<file path="config.mk">
export PLATFORM = sky130hd
export DESIGN_NAME = smpx_top
export DESIGN_NICKNAME = d
export VERILOG_FILES = /design/src/smpx_pkg.sv /design/src/smpx_pin_cell.sv /design/src/smpx_sync.sv /design/src/smpx_top.sv
export VERILOG_INCLUDE_DIRS = /design/src
export SDC_FILE = /design/constraint.sdc
export NUM_CORES = 1
export LEC_CHECK = 0
export BUFFER_PORTS_ARGS = -buffer_cell sky130_fd_sc_hd__clkbuf_2
export CORE_MARGIN = 5
export CORE_UTILIZATION = 55
export DETAILED_ROUTE_END_ITERATION = 10
export PLACE_DENSITY = 0.87
export SLEW_MARGIN = 20
export SYNTH_ARGS = -nofsm -noshare
export SYNTH_HDL_FRONTEND = slang
export SYNTH_HIERARCHICAL = 1
export SYNTH_SLANG_ARGS = --single-unit
</file>
<file path="constraint.sdc">
create_clock -name core_clk -period 7.3 [get_ports core_clk]
set_input_delay 1.46 -clock core_clk [delete_from_list [all_inputs] [get_ports core_clk]]
set_output_delay 1.46 -clock core_clk [all_outputs]
set_load 0.01 [all_outputs]
</file>
<file path="src/smpx_consts.svh">
// Register addresses, field positions, masks and reset values of the pin mux.
`ifndef SMPX_CONSTS_SVH
`define SMPX_CONSTS_SVH

`define SMPX_ADDR_MUX_A 16'h7090
`define SMPX_ADDR_MUX_B 16'h7092
`define SMPX_ADDR_PORT_A 16'h7098
`define SMPX_ADDR_PORT_B 16'h709A
`define SMPX_ADDR_PORT_C 16'h709C

`define SMPX_DATA_LSB 0
`define SMPX_DIR_LSB 8

`define SMPX_MUX_A_MASK 16'hFF0F
`define SMPX_MUX_B_MASK 16'h00FD
`define SMPX_PORT_A_MASK 16'h0F0F
`define SMPX_PORT_FULL_MASK 16'hFFFF

`define SMPX_MUX_A_RESET 16'h0000
`define SMPX_MUX_B_RESET 16'h0000
`define SMPX_PORT_RESET 16'h0000

`define SMPX_PIN_C1 17
`define SMPX_PIN_C2 18
`define SMPX_PIN_C3 19

`endif

</file>
<file path="src/smpx_pkg.sv">
// Types shared by the shared-pin mux and port logic.
package smpx_pkg;

    typedef struct packed {
        logic [7:0] port_c;
        logic [7:0] port_b;
        logic [7:0] port_a;
    } smpx_pins_t;

    typedef struct packed {
        logic rd;
        logic wr;
        logic [15:0] addr;
        logic [15:0] wdata;
    } smpx_cpu_req_t;

    typedef enum logic [1:0] {
        SMPX_CLK_IO = 2'b00,
        SMPX_CLK_WD = 2'b01,
        SMPX_CLK_SYS = 2'b10,
        SMPX_CLK_CPU = 2'b11
    } smpx_clk_sel_t;

    typedef struct packed {
        logic [15:0] mux_a;
        logic [15:0] mux_b;
        logic [15:0] port_a;
        logic [15:0] port_b;
        logic [15:0] port_c;
        logic [15:0] rdata;
        logic rvalid;
    } smpx_state_t;

endpackage

</file>
<file path="src/smpx_pin_cell.sv">
// One shared pin: chooses between the peripheral and the port I/O bits.
`timescale 1ns/100ps
module smpx_pin_cell (
    input wire logic primary_sel,
    input wire logic io_dir,
    input wire logic io_data,
    input wire logic periph_out,
    input wire logic periph_oe,
    output logic pin_out,
    output logic pin_oe
);
    // Direction and data are ignored while the peripheral owns the pin.
    assign pin_out = primary_sel ? periph_out : io_data;
    assign pin_oe = primary_sel ? periph_oe : io_dir;
endmodule

</file>
<file path="src/smpx_sync.sv">
// Three-stage pin synchroniser with a settle filter on the last two stages.
`timescale 1ns/100ps
module smpx_sync #(
    parameter int WIDTH = 24
) (
    input wire logic core_clk,
    input wire logic reset,
    input wire logic [WIDTH-1:0] async_in,
    output logic [WIDTH-1:0] sync_out
);
    typedef struct packed {
        logic [WIDTH-1:0] s1;
        logic [WIDTH-1:0] s2;
        logic [WIDTH-1:0] s3;
        logic [WIDTH-1:0] filt;
    } smpx_sync_state_t;

    smpx_sync_state_t s_q;
    smpx_sync_state_t s_d;
    logic [WIDTH-1:0] agree;

    // Only the second stage looks at the first; a level counts once the
    // second and third stages agree, so a single metastable sample is held.
    always_comb begin
        agree = ~(s_q.s2 ^ s_q.s3);
        s_d.s1 = async_in;
        s_d.s2 = s_q.s1;
        s_d.s3 = s_q.s2;
        s_d.filt = (agree & s_q.s3) | (~agree & s_q.filt);
    end

    always_ff @(posedge core_clk) begin
        if (reset) begin
            s_q <= '0;
        end else begin
            s_q <= s_d;
        end
    end

    assign sync_out = s_q.filt;
endmodule

</file>
<file path="src/smpx_top.sv">
// Shared-pin mux and general-purpose I/O ports A, B and C.
`timescale 1ns/100ps
`include "smpx_consts.svh"
module smpx_top (
    input wire logic core_clk,
    input wire logic reset,
    input wire smpx_pkg::smpx_cpu_req_t cpu_req,
    output logic cpu_hit,
    output logic [15:0] cpu_rdata,
    output logic cpu_rvalid,
    input wire smpx_pkg::smpx_clk_sel_t clock_output_select,
    input wire logic watchdog_clock,
    input wire logic system_clock_signal,
    input wire logic cpu_clock_signal,
    input wire smpx_pkg::smpx_pins_t periph_out,
    input wire smpx_pkg::smpx_pins_t periph_oe,
    output smpx_pkg::smpx_pins_t periph_in,
    input wire smpx_pkg::smpx_pins_t pin_in,
    output smpx_pkg::smpx_pins_t pin_out,
    output smpx_pkg::smpx_pins_t pin_oe
);
    import smpx_pkg::*;

    localparam smpx_state_t RESET_STATE = '{
        mux_a: `SMPX_MUX_A_RESET,
        mux_b: `SMPX_MUX_B_RESET,
        port_a: `SMPX_PORT_RESET,
        port_b: `SMPX_PORT_RESET,
        port_c: `SMPX_PORT_RESET,
        rdata: 16'h0000,
        rvalid: 1'b0
    };

    smpx_state_t s_q;
    smpx_state_t s_d;
    logic [23:0] level;
    logic [23:0] dir_vec;
    logic [23:0] data_vec;
    logic [23:0] prim_sel;
    logic [23:0] eff_out;
    logic [23:0] eff_oe;
    logic [23:0] pout;
    logic [23:0] poe;
    logic sel_mux_a;
    logic sel_mux_b;
    logic sel_port_a;
    logic sel_port_b;
    logic sel_port_c;

    smpx_sync #(
        .WIDTH(24)
    ) u_sync (
        .core_clk(core_clk),
        .reset(reset),
        .async_in(pin_in),
        .sync_out(level)
    );

    // Peripherals see the same clean level that the port registers read.
    assign periph_in = level;

    assign sel_mux_a = (cpu_req.addr == `SMPX_ADDR_MUX_A);
    assign sel_mux_b = (cpu_req.addr == `SMPX_ADDR_MUX_B);
    assign sel_port_a = (cpu_req.addr == `SMPX_ADDR_PORT_A);
    assign sel_port_b = (cpu_req.addr == `SMPX_ADDR_PORT_B);
    assign sel_port_c = (cpu_req.addr == `SMPX_ADDR_PORT_C);
    assign cpu_hit = sel_mux_a | sel_mux_b | sel_port_a | sel_port_b
        | sel_port_c;

    // Output pins read back the written bit, input pins the pin level.
    function automatic logic [15:0] port_view(
        input logic [15:0] reg_v,
        input logic [7:0] lvl
    );
        logic [7:0] dir;
        logic [7:0] dat;
        dir = reg_v[`SMPX_DIR_LSB +: 8];
        dat = reg_v[`SMPX_DATA_LSB +: 8];
        return {dir, (dir & dat) | (~dir & lvl)};
    endfunction

    always_comb begin
        s_d = s_q;
        s_d.rvalid = 1'b0;
        if (cpu_req.wr) begin
            // Bits with no pin behind them are masked and read as zero.
            if (sel_mux_a) begin
                s_d.mux_a = cpu_req.wdata & `SMPX_MUX_A_MASK;
            end
            if (sel_mux_b) begin
                s_d.mux_b = cpu_req.wdata & `SMPX_MUX_B_MASK;
            end
            if (sel_port_a) begin
                s_d.port_a = cpu_req.wdata & `SMPX_PORT_A_MASK;
            end
            if (sel_port_b) begin
                s_d.port_b = cpu_req.wdata & `SMPX_PORT_FULL_MASK;
            end
            if (sel_port_c) begin
                s_d.port_c = cpu_req.wdata & `SMPX_PORT_FULL_MASK;
            end
        end
        if (cpu_req.rd && cpu_hit) begin
            s_d.rvalid = 1'b1;
            if (sel_mux_a) begin
                s_d.rdata = s_q.mux_a;
            end else if (sel_mux_b) begin
                s_d.rdata = s_q.mux_b;
            end else if (sel_port_a) begin
                s_d.rdata = port_view(s_q.port_a, level[7:0])
                    & `SMPX_PORT_A_MASK;
            end else if (sel_port_b) begin
                s_d.rdata = port_view(s_q.port_b, level[15:8]);
            end else begin
                s_d.rdata = port_view(s_q.port_c, level[23:16]);
            end
        end
    end

    always_ff @(posedge core_clk) begin
        if (reset) begin
            s_q <= RESET_STATE;
        end else begin
            s_q <= s_d;
        end
    end

    assign cpu_rdata = s_q.rdata;
    assign cpu_rvalid = s_q.rvalid;

    assign dir_vec = {s_q.port_c[`SMPX_DIR_LSB +: 8],
        s_q.port_b[`SMPX_DIR_LSB +: 8], s_q.port_a[`SMPX_DIR_LSB +: 8]};
    assign data_vec = {s_q.port_c[`SMPX_DATA_LSB +: 8],
        s_q.port_b[`SMPX_DATA_LSB +: 8], s_q.port_a[`SMPX_DATA_LSB +: 8]};

    // Pin C1 has no mux bit; the clock select field decides it instead.
    // The clock sources pass combinationally since they run at core rate.
    always_comb begin
        eff_out = periph_out;
        eff_oe = periph_oe;
        prim_sel = {s_q.mux_b[7:4], ~s_q.mux_b[3:2], 1'b0, s_q.mux_b[0],
            s_q.mux_a[15:8], s_q.mux_a[7:0]};
        case (clock_output_select)
            SMPX_CLK_IO: begin
                prim_sel[`SMPX_PIN_C1] = 1'b0;
            end
            SMPX_CLK_WD: begin
                prim_sel[`SMPX_PIN_C1] = 1'b1;
                eff_out[`SMPX_PIN_C1] = watchdog_clock;
                eff_oe[`SMPX_PIN_C1] = 1'b1;
            end
            SMPX_CLK_SYS: begin
                prim_sel[`SMPX_PIN_C1] = 1'b1;
                eff_out[`SMPX_PIN_C1] = system_clock_signal;
                eff_oe[`SMPX_PIN_C1] = 1'b1;
            end
            SMPX_CLK_CPU: begin
                prim_sel[`SMPX_PIN_C1] = 1'b1;
                eff_out[`SMPX_PIN_C1] = cpu_clock_signal;
                eff_oe[`SMPX_PIN_C1] = 1'b1;
            end
            default: begin
                prim_sel[`SMPX_PIN_C1] = 1'b0;
            end
        endcase
    end

    // Only the 24 group-one pins are built; pins with self-contained I/O
    // stay inside their own peripherals.
    for (genvar i = 0; i < 24; i++) begin : g_pin
        smpx_pin_cell u_cell (
            .primary_sel(prim_sel[i]),
            .io_dir(dir_vec[i]),
            .io_data(data_vec[i]),
            .periph_out(eff_out[i]),
            .periph_oe(eff_oe[i]),
            .pin_out(pout[i]),
            .pin_oe(poe[i])
        );
    end

    assign pin_out = pout;
    assign pin_oe = poe;
endmodule

</file>
==> results of run 1 <==
==> metrics by stage <==
| stage | util, % | hold WS (ns) |
|---|---|---|
| 2_1_floorplan | - | 0.414 |
| 3_3_place_gp | 62.3 | 0.417 |
| 3_5_place_dp | 62.3 | 0.420 |
| 4_1_cts | 66.8 | 0.436 |
| 5_1_grt | 66.9 | 0.448 |
| 6_report | 66.9 | 0.437 |
==> path summary, 6_finish.rpt <==
| check | cells past startpoint | endpoint |
|---|---|---|
| setup / recovery | 6 | cpu_hit |
| hold / removal | 1 | u_sync/s_d[28] |
| setup reg to reg | 5 | cpu_rdata[2] |
| hold reg to reg | 1 | u_sync/s_d[28] |
==> power breakdown <==
group	leakage, nW	switching (mW)	internal (mW)	total (mW)
registers	1.40	0.00599	0.955	0.961
logic	1.88	0.0475	0.0433	0.0909
clock network	0.270	0.380	0.483	0.864
total	3.54	0.434	1.48	1.92
==> kinds of logic (layout without fill, tap and decap cells) <==
kind of cell	Yosys count	in the layout
other cells	1	16
simple gates	287	287
buf+inv	78	230
xor+xnor	1	1
flops	172	172
mux	99	99
compound gates	115	115
==> worst max-delay path, cell delays in order <==
cell and delay, ns:
clkbuf_2 0.09, or4b_1 0.53, nor3_1 0.46, nand2_1 0.09, nor2_1 0.12, clkbuf_2 0.14
==> cell type report <==
class | instances | area (um^2)
Clock inverter | 14 | 135
Timing Repair Buffer | 195 | 981
Tap cell | 172 | 215
Sequential cell | 172 | 3440
Multi-Input combinational cell | 518 | 3250
Inverter | 3 | 11.3
Fill cell | 1042 | 4190
Clock buffer | 18 | 439
==> cells in the final DEF (no fill, tap or decap), drive strengths merged, types with 3 or more instances in the layout <==
cell / Yosys / final
or4: 4 / 4
clkinv: 0 / 5
or3: 5 / 5
a21oi: 62 / 62
conb: 1 / 16
a222oi: 4 / 4
o2111a: 4 / 4
nor2: 52 / 52
or4b: 4 / 4
nand2b: 4 / 4
a22oi: 4 / 4
inv: 3 / 7
o21ai: 32 / 32
nand2: 114 / 114
dfxtp: 172 / 172
mux2: 52 / 52
a211oi: 5 / 5
mux2i: 46 / 46
clkinvlp: 0 / 4
nor3: 14 / 14
o22ai: 3 / 3
nor2b: 73 / 73
clkbuf: 13 / 211
==> metal layers <==
layer	part of all wire [%]	routed length (um)	track usage, %	vias to the layer above
met5	0	0	0	-
met4	1.5	258	7.68	0
met3	9.3	1620	8.13	21
met2	47	8060	35.4	231
met1	43	7390	29.3	2672
li1	-	-	-	2828
==> impl_metrics.tcl, run 1 <==
set metrics [dict create \
    tightest_slew_ns 1.18 \
    crit_fanout 5 \
    wl_per_cell_um 15.9 \
    cts-htree-levels 4 \
    ys.warnings.count 6 \
    dr.pass1.iters 5 \
    rsz0062_at_grt "no" \
    rows 41 \
    drc_errors 0 \
    postCtsHoldBufs 0 \
    synth_most_common_cell "dfxtp_1" \
    fmax_mhz 230 \
    yosys.area.top_type "dfxtp_1" \
    routed_wl_um 17300 \
    core_area_um2 12700 \
    arrival_ns 2.89 \
    dieArea_um2 15300 \
    place_area_um2 7890 \
    synth.cell_area_um2 7120 \
    ys_seq_area_share_pct 48.4 \
    avgViaCountPerCell 5.27 \
    hp-start "u_sync/s_d[52]" \
    cp-startpoint "cpu_req[16]" \
    total_power_mw 1.92 \
    first_global_vias 5497 \
    place.gp.congestion 0.887 \
    dieHeight_um 124 \
    avgSynthCellArea_um2 9.45 \
    dpl.hpwl_um 12600 \
    hold_viol_final 0 \
    synth_seq_cells 172 \
    clock_sinks 172 \
    fin_cells 1092 \
    peakVddDrop_uv 210 \
    outcome "complete, no violations" \
    yosys.area_share.adder_pct 0 \
    place_ws_ns 2.98 \
    cts_tree "done" \
    clk_pin_slew_ns 0.06 \
    ctsResizeCount 0 \
    timing.reg2reg.setup_slack_ns 5.79 \
    die_w_um 124 \
    path_class "input port to output port" \
    powerDensity_nw_per_um2 226 \
    min_period_over_period_pct 59.6 \
    cts_root_buffer "clkbuf_16" \
    fin_tns_setup_ns 0 \
    synth_edf_count 0 \
    syn_inst 753 \
    ant_nets 0 \
    clk_latency_ns 0.43 \
    setup_violations 0 \
    synth-compound-area-share_pct 9.14 \
    cts_setup_buffers 0 \
    yosys-top-cells-count "dfxtp_1, nand2_1, nor2b_1" \
    start_kind "input port" \
    area_growth_pct 19.1 \
    synth_mux_area_share_pct 15.0 \
    dpl.cell_count 1060 \
    cts.path.max_buffers 2 \
    cap_violations 0 \
    worst_slack_ns 2.95 \
    cts_inserted_buffers 17 \
    synth_area_leaders "dfxtp_1, mux2_2, mux2i_1" \
    vias 5752 \
    drive_gt1_share_pct 31.6 \
    start_util_pct 56.2 \
    synthArstFlopShare_pct 0 \
    synth_xor_area_share_pct 0.123 \
    cp_data_required_time_ns 5.84 \
    min_path_type "flip-flop to flip-flop" \
    nets 1020 \
    endpoint_kind "output port" \
    synth_top_family_by_area "simple AND/OR/NAND/NOR gates" \
    clock_skew_ns 0.00584 \
    track_usage_pct 22.7 \
    min_period_ns 4.35 \
    synth_top_flop_cell "dfxtp_1" \
    diodes 0 \
    reg2reg_from "dir_vec[10]" \
    leakage_nw 3.54 \
    synth-simple-area-share_pct 20.5 \
    grt_pass1_wl_um 27000 \
    grt_start_max_net_pins 109 \
    slew_headroom_pct 20.5 \
    numPortBuffers 194 \
    synth.top_cell.area_share_pct 48.4 \
    grt_overflow 0 \
    ys_types 49 \
    finalMaxSlewViolations 0 \
    antenna_found_initial 0 \
    drt_first_iter_violations 426 \
    ios 203 \
    stdcell_area_um2 8480 \
]
Power figures use the tool's default switching activity.
==> inputs of run 2 (changes only) <==
Settings changed: ABC_AREA from default to 1, CORE_UTILIZATION 55 to 53, PLACE_DENSITY 0.87 to 0.83.
Clock period 7.3 ns to 4.2 ns, I/O delays scaled along.
==> run 2 against run 1 <==
Net effect:
- clock skew fell by 0.00062 ns
- die area rose by 12%
- sequential share of layout area fell by 3.0 points
- clock power rose by 79%
- flip-flop and latch count did not move
- power rose by 77%
- critical path type unchanged
==> impl_metrics.tcl, run 2 <==
set metrics [dict create \
    outcome "complete, no violations" \
    synth_top_family_by_area "simple AND/OR/NAND/NOR gates" \
    hold_viol_final 0 \
    yosys.area_share.adder_pct 0 \
    numPortBuffers 194 \
    finalMaxSlewViolations 0 \
    hp-start "u_sync/s_d[62]" \
    routed_wl_um 18700 \
    synth_edf_count 0 \
    rows 44 \
    vias 6899 \
    nets 1357 \
    track_usage_pct 21.8 \
    yosys-top-cells-count "nand2_1, inv_1, dfxtp_1" \
    synth_xor_area_share_pct 0 \
    fmax_mhz 351 \
    powerDensity_nw_per_um2 371 \
    synth.top_cell.area_share_pct 44.3 \
    postCtsHoldBufs 0 \
    endpoint_kind "output port" \
    cp_data_required_time_ns 3.36 \
    path_buf_inv 3 \
    synth_area_leaders "dfxtp_1, nand2_1, inv_1" \
    critPathSlowestCell "nor2_8" \
    place_area_um2 8560 \
    rsz0062_at_grt "no" \
    arrival_ns 2.01 \
    synth_top_flop_cell "dfxtp_1" \
    syn_inst 1082 \
    dieArea_um2 17200 \
    start_kind "input port" \
    min_period_ns 2.85 \
    path_class "input port to output port" \
    ys.warnings.count 6 \
    grt_start_max_net_pins 68 \
    synth-simple-area-share_pct 25.2 \
    timing.reg2reg.setup_slack_ns 2.80 \
    avgViaCountPerCell 4.79 \
    timing.rr.end "cpu_rdata[4]" \
    slew_headroom_pct 37.9 \
    place.gp.congestion 0.935 \
    cts.path.max_buffers 2 \
    synth.cell_area_um2 7770 \
    drc_errors 0 \
    setup_violations 0 \
    peakVddDrop_uv 284 \
    cts_setup_buffers 0 \
    grt_overflow 0 \
    cts-htree-levels 4 \
    synth_mux_area_share_pct 0.387 \
    clock_sinks 172 \
    min_path_type "flip-flop to flip-flop" \
    clk_latency_ns 0.42 \
    die_w_um 131 \
    total_power_mw 3.39 \
    clk_pin_slew_ns 0.06 \
    final_common_cell "nand2_1" \
    synth_seq_cells 172 \
    synthArstFlopShare_pct 0 \
    yosys.area.top_type "dfxtp_1" \
    leakage_nw 4.35 \
    drt_first_iter_violations 535 \
    slowest_delay_ns 0.18 \
    cts_tree "done" \
    ys_types 33 \
    ys_seq_area_share_pct 44.3 \
    worst_hold_path.num_cells 2 \
    drive_gt1_share_pct 23.8 \
    avgSynthCellArea_um2 7.18 \
    ios 203 \
    dieHeight_um 131 \
    antenna_found_initial 1 \
    synth_most_common_cell "nand2_1" \
    crit_path_cell_trace "clkbuf_2 -> nor2_1 -> nand2_2 -> nor2_8 -> nand3_4 -> inv_4 -> nor2_4 -> nand2_4 -> clkbuf_2" \
    crit_fanout 8 \
    reg2reg_from "dir_vec[20]" \
    dr.pass1.iters 5 \
    wl_per_cell_um 13.0 \
    min_period_over_period_pct 67.9 \
    min_to "u_sync/s_d[38]" \
    tightest_slew_ns 0.930 \
    cap_violations 0 \
    area_growth_pct 17.9 \
    diodes 0 \
    ctsResizeCount 0 \
    r2r_cells 6 \
    ant_nets 0 \
    timing.hold.ws_ns 0.401 \
    cp_top_family "simple AND/OR/NAND/NOR gates" \
    core_area_um2 14500 \
    fin_tns_setup_ns 0 \
    final_core_util_pct 63.2 \
    crit_path_frequent_cell "clkbuf_2" \
    dpl.hpwl_um 14200 \
    cts_root_buffer "clkbuf_16" \
    layout.cells.most_common_list "nand2_1, clkbuf_2, inv_1" \
    clock_skew_ns 0.00522 \
    start_util_pct 53.6 \
    fill_cells 1301 \
    first_global_vias 6114 \
    cts_inserted_buffers 17 \
    synth-compound-area-share_pct 14.8 \
    stdcell_area_um2 9150 \
    grt_pass1_wl_um 29400 \
]
run 2: cell count changes after synthesis, moves of 34 or more:
cell	delta
inv_1	+175
mux2_2	-52
mux2i_1	-43
nand2_1	+136
nor2_1	+89
nor2b_1	-73
o21ai_0	+34
run 2: kinds of logic (layout without fill, tap and decap cells):
family,count (synthesis),after routing
compound gates,193,193
buf+inv,255,410
flops,172,172
mux,3,3
other cells,1,20
simple gates,458,458
run 2: area by class of cell:
class / instances / area, um^2 / area share [%]
Inverter: 184 / 702 / 7.67
Timing Repair Buffer: 195 / 981 / 10.7
Clock buffer: 23 / 478 / 5.22
Multi-Input combinational cell: 674 / 3210 / 35.1
Clock inverter: 8 / 109 / 1.19
Sequential cell: 172 / 3440 / 37.6
Tap cell: 184 / 230 / 2.52
run 2: worst max path at each step:
stage / slack (ns) / from / end / depth (start not counted)
2_1_floorplan: 1.75 / cpu_req[21] / cpu_hit / 7
3_3_place_gp: 1.28 / cpu_req[31] / prim_sel[12] / 7
3_5_place_dp: 1.14 / cpu_req[31] / prim_sel[1] / 7
4_1_cts: 1.35 / cpu_req[27] / cpu_hit / 9
5_1_grt: 1.24 / cpu_req[27] / cpu_hit / 9
6_report: 1.35 / cpu_req[27] / cpu_hit / 9
run 2: through the flow:
| step | setup WS (ns) | instances |
|---|---|---|
| floorplan | 1.75 | 1101 |
| global placement | 1.28 | 1409 |
| detailed placement | 1.14 | 1409 |
| CTS | 1.35 | 1440 |
| global route | 1.24 | 1440 |
| finish | 1.35 | 1440 |
run 2: worst reg2reg max path: cells and delay by family, from the launching register on:
kind,cells,cell delay [ns]
AO/OA/AOI/OAI,4,0.78
flip-flops,1,0.38
buffers and inverters,1,0.08
AND/OR/NAND/NOR,1,0.08
run 2: routing by layer:
layer | global-route usage (%) | vias up | part of all wire, % | wire (um)
li1 | - | 3603 | - | -
met1 | 27.7 | 2976 | 43 | 7960
met2 | 34.8 | 272 | 46 | 8510
met3 | 5.43 | 46 | 8.5 | 1580
met4 | 10.2 | 2 | 3.4 | 632
met5 | 0 | - | 0.037 | 7
run 2: power by group:
part           switching (mW)  internal, mW
logic                   0.103        0.0698
clock network           0.620         0.926
registers              0.0140          1.66
==> inputs of run 3 (changes only) <==
Settings changed: ABC_AREA 1 to 0, CORE_UTILIZATION 53 to 52.
Clock period 4.2 ns to 2.7 ns, I/O delays scaled along.
==> run 3 against run 2 <==
Net effect:
- die area is 6.1% lower
- wire length is 2.8% lower
- highest routed layer is now met4
- non-clock buffer count is 24 higher
- hold slack worse by 0.080 ns
- sequential share of layout area is 1.8 points higher
==> impl_metrics.tcl, run 3 (synthesis results as in run 1) <==
set metrics [dict create \
    postCtsHoldBufs 0 \
    nets 1044 \
    min_period_ns 2.38 \
    p_comb_share_pct 4.6 \
    fin_tns_setup_ns 0 \
    start_util_pct 53.3 \
    dr.pass1.iters 5 \
    ios 203 \
    fin_cells 1120 \
    swShare_pct 21.1 \
    cts_root_buffer "clkbuf_16" \
    setup_violations 0 \
    cp_data_required_time_ns 2.16 \
    switchingPower_mw 1.15 \
    place_ws_ns 0.0440 \
    dieHeight_um 127 \
    vias 5945 \
    clock_skew_ns 0.00918 \
    ant_nets 0 \
    internal_power_mw 4.28 \
    leakage_nw 3.69 \
    path_class "input port to output port" \
    numPortBuffers 194 \
    grt_overflow 0 \
    clk_pin_slew_ns 0.06 \
    ctsResizeCount 0 \
    core_area_um2 13300 \
    cap_violations 0 \
    grt_pass1_wl_um 29100 \
    track_usage_pct 22.7 \
    arrival_ns 1.84 \
    start_kind "input port" \
    rsz0062_at_grt "no" \
    peakVddDrop_uv 422 \
    drive_gt1_share_pct 33.3 \
    wl_per_cell_um 16.2 \
    die_w_um 127 \
    pwr-share-seq_pct 47.8 \
    outcome "complete, no violations" \
    cts_tree "done" \
    clkPwrFrac_pct 47.6 \
    drc_errors 0 \
    worst_slack_ns 0.320 \
    dpl.cell_count 1088 \
    fmax_mhz 420 \
    grt_start_max_net_pins 145 \
    clk_latency_ns 0.43 \
    hold_viol_final 0 \
    rows 42 \
    cts.path.max_buffers 2 \
    endpoint_kind "output port" \
    dieArea_um2 16100 \
    cts_setup_buffers 0 \
    stdcell_area_um2 8740 \
    first_global_vias 5795 \
    final_common_cell "clkbuf_2" \
    clock_sinks 172 \
    area_growth_pct 22.8 \
    min_period_over_period_pct 88.2 \
    powerDensity_nw_per_um2 622 \
    slew_headroom_pct 54.7 \
    cts_inserted_buffers 17 \
    min_path_type "input port to flip-flop" \
    layout.cells.most_common_list "clkbuf_2, dfxtp_1, nand2_1" \
    cts-htree-levels 4 \
    routed_wl_um 18200 \
    place.gp.congestion 0.903 \
    diodes 0 \
    finalMaxSlewViolations 0 \
    dpl.hpwl_um 13200 \
    tightest_slew_ns 0.679 \
    drt_first_iter_violations 416 \
    place_area_um2 8100 \
    avgViaCountPerCell 5.31 \
    crit_fanout 2 \
    antenna_found_initial 0 \
]
run 3: cell count changes in the layout (fill, tap and decap cells not counted), moves of 20 or more:
cell      previous run  this run
o21ai_2             20         0
nor2b_1              0        73
nor2_1             140        51
buf_4                2        24
mux2i_1              3        46
a211oi_1            35         5
mux2_2               0        52
inv_1              178         3
nand2_1            249       114
nor2_2              30         1
o21ai_0             66        32
run 3: stage by stage:
step / total power, mW / hold slack, ns / utilization, %
2_1_floorplan: 2.78 / 0.414 / -
3_3_place_gp: 2.90 / 0.417 / 60.7
3_5_place_dp: 2.90 / 0.422 / 60.7
4_1_cts: 5.46 / 0.306 / 65.4
5_1_grt: 5.63 / 0.306 / 65.4
6_report: 5.43 / 0.320 / 65.4
run 3: final timing paths:
check                           cells after the start  slack, ns            from              to
worst min register to register                      1       0.44  u_sync/s_d[63]  u_sync/s_d[39]
worst max-delay path                                6       0.32     cpu_req[16]         cpu_hit
worst max register to register                      5       1.24      dir_vec[2]    cpu_rdata[2]
worst min-delay path                                2       0.32      pin_in[10]  u_sync/s_d[58]
run 3: power by group through the flow:
| stage | clock (mW) | sequential [mW] | combinational, mW |
|---|---|---|---|
| global placement | 0 | 2.65 | 0.245 |
| detailed placement | 0 | 2.65 | 0.250 |
| finish | 2.58 | 2.60 | 0.250 |
| CTS | 2.61 | 2.60 | 0.251 |
| floorplan | 0 | 2.65 | 0.130 |
| global route | 2.75 | 2.60 | 0.281 |
run 3: metal layers:
metal  up-vias  track usage, %  share of wire [%]
li1       2867               -                  -
met1      2762            28.9                 41
met2       278            36.1                 47
met3        38            7.35                9.5
met4         0            8.71                2.5
met5         -               0                  0
run 3: cell type report:
type / count / area (um^2)
clock inverters: 13 / 189
inverters: 3 / 11.3
fillers: 1142 / 4610
well taps: 176 / 220
flip-flops and latches: 172 / 3440
repair buffers: 219 / 1190
clock buffers: 19 / 443
multi-input cells: 518 / 3240
run 3: critical path, cell delays in order:
cell	delay, ns
clkbuf_2	0.09
or4b_1	0.54
nor3_1	0.29
nand2_1	0.08
nor2_1	0.14
clkbuf_2	0.16
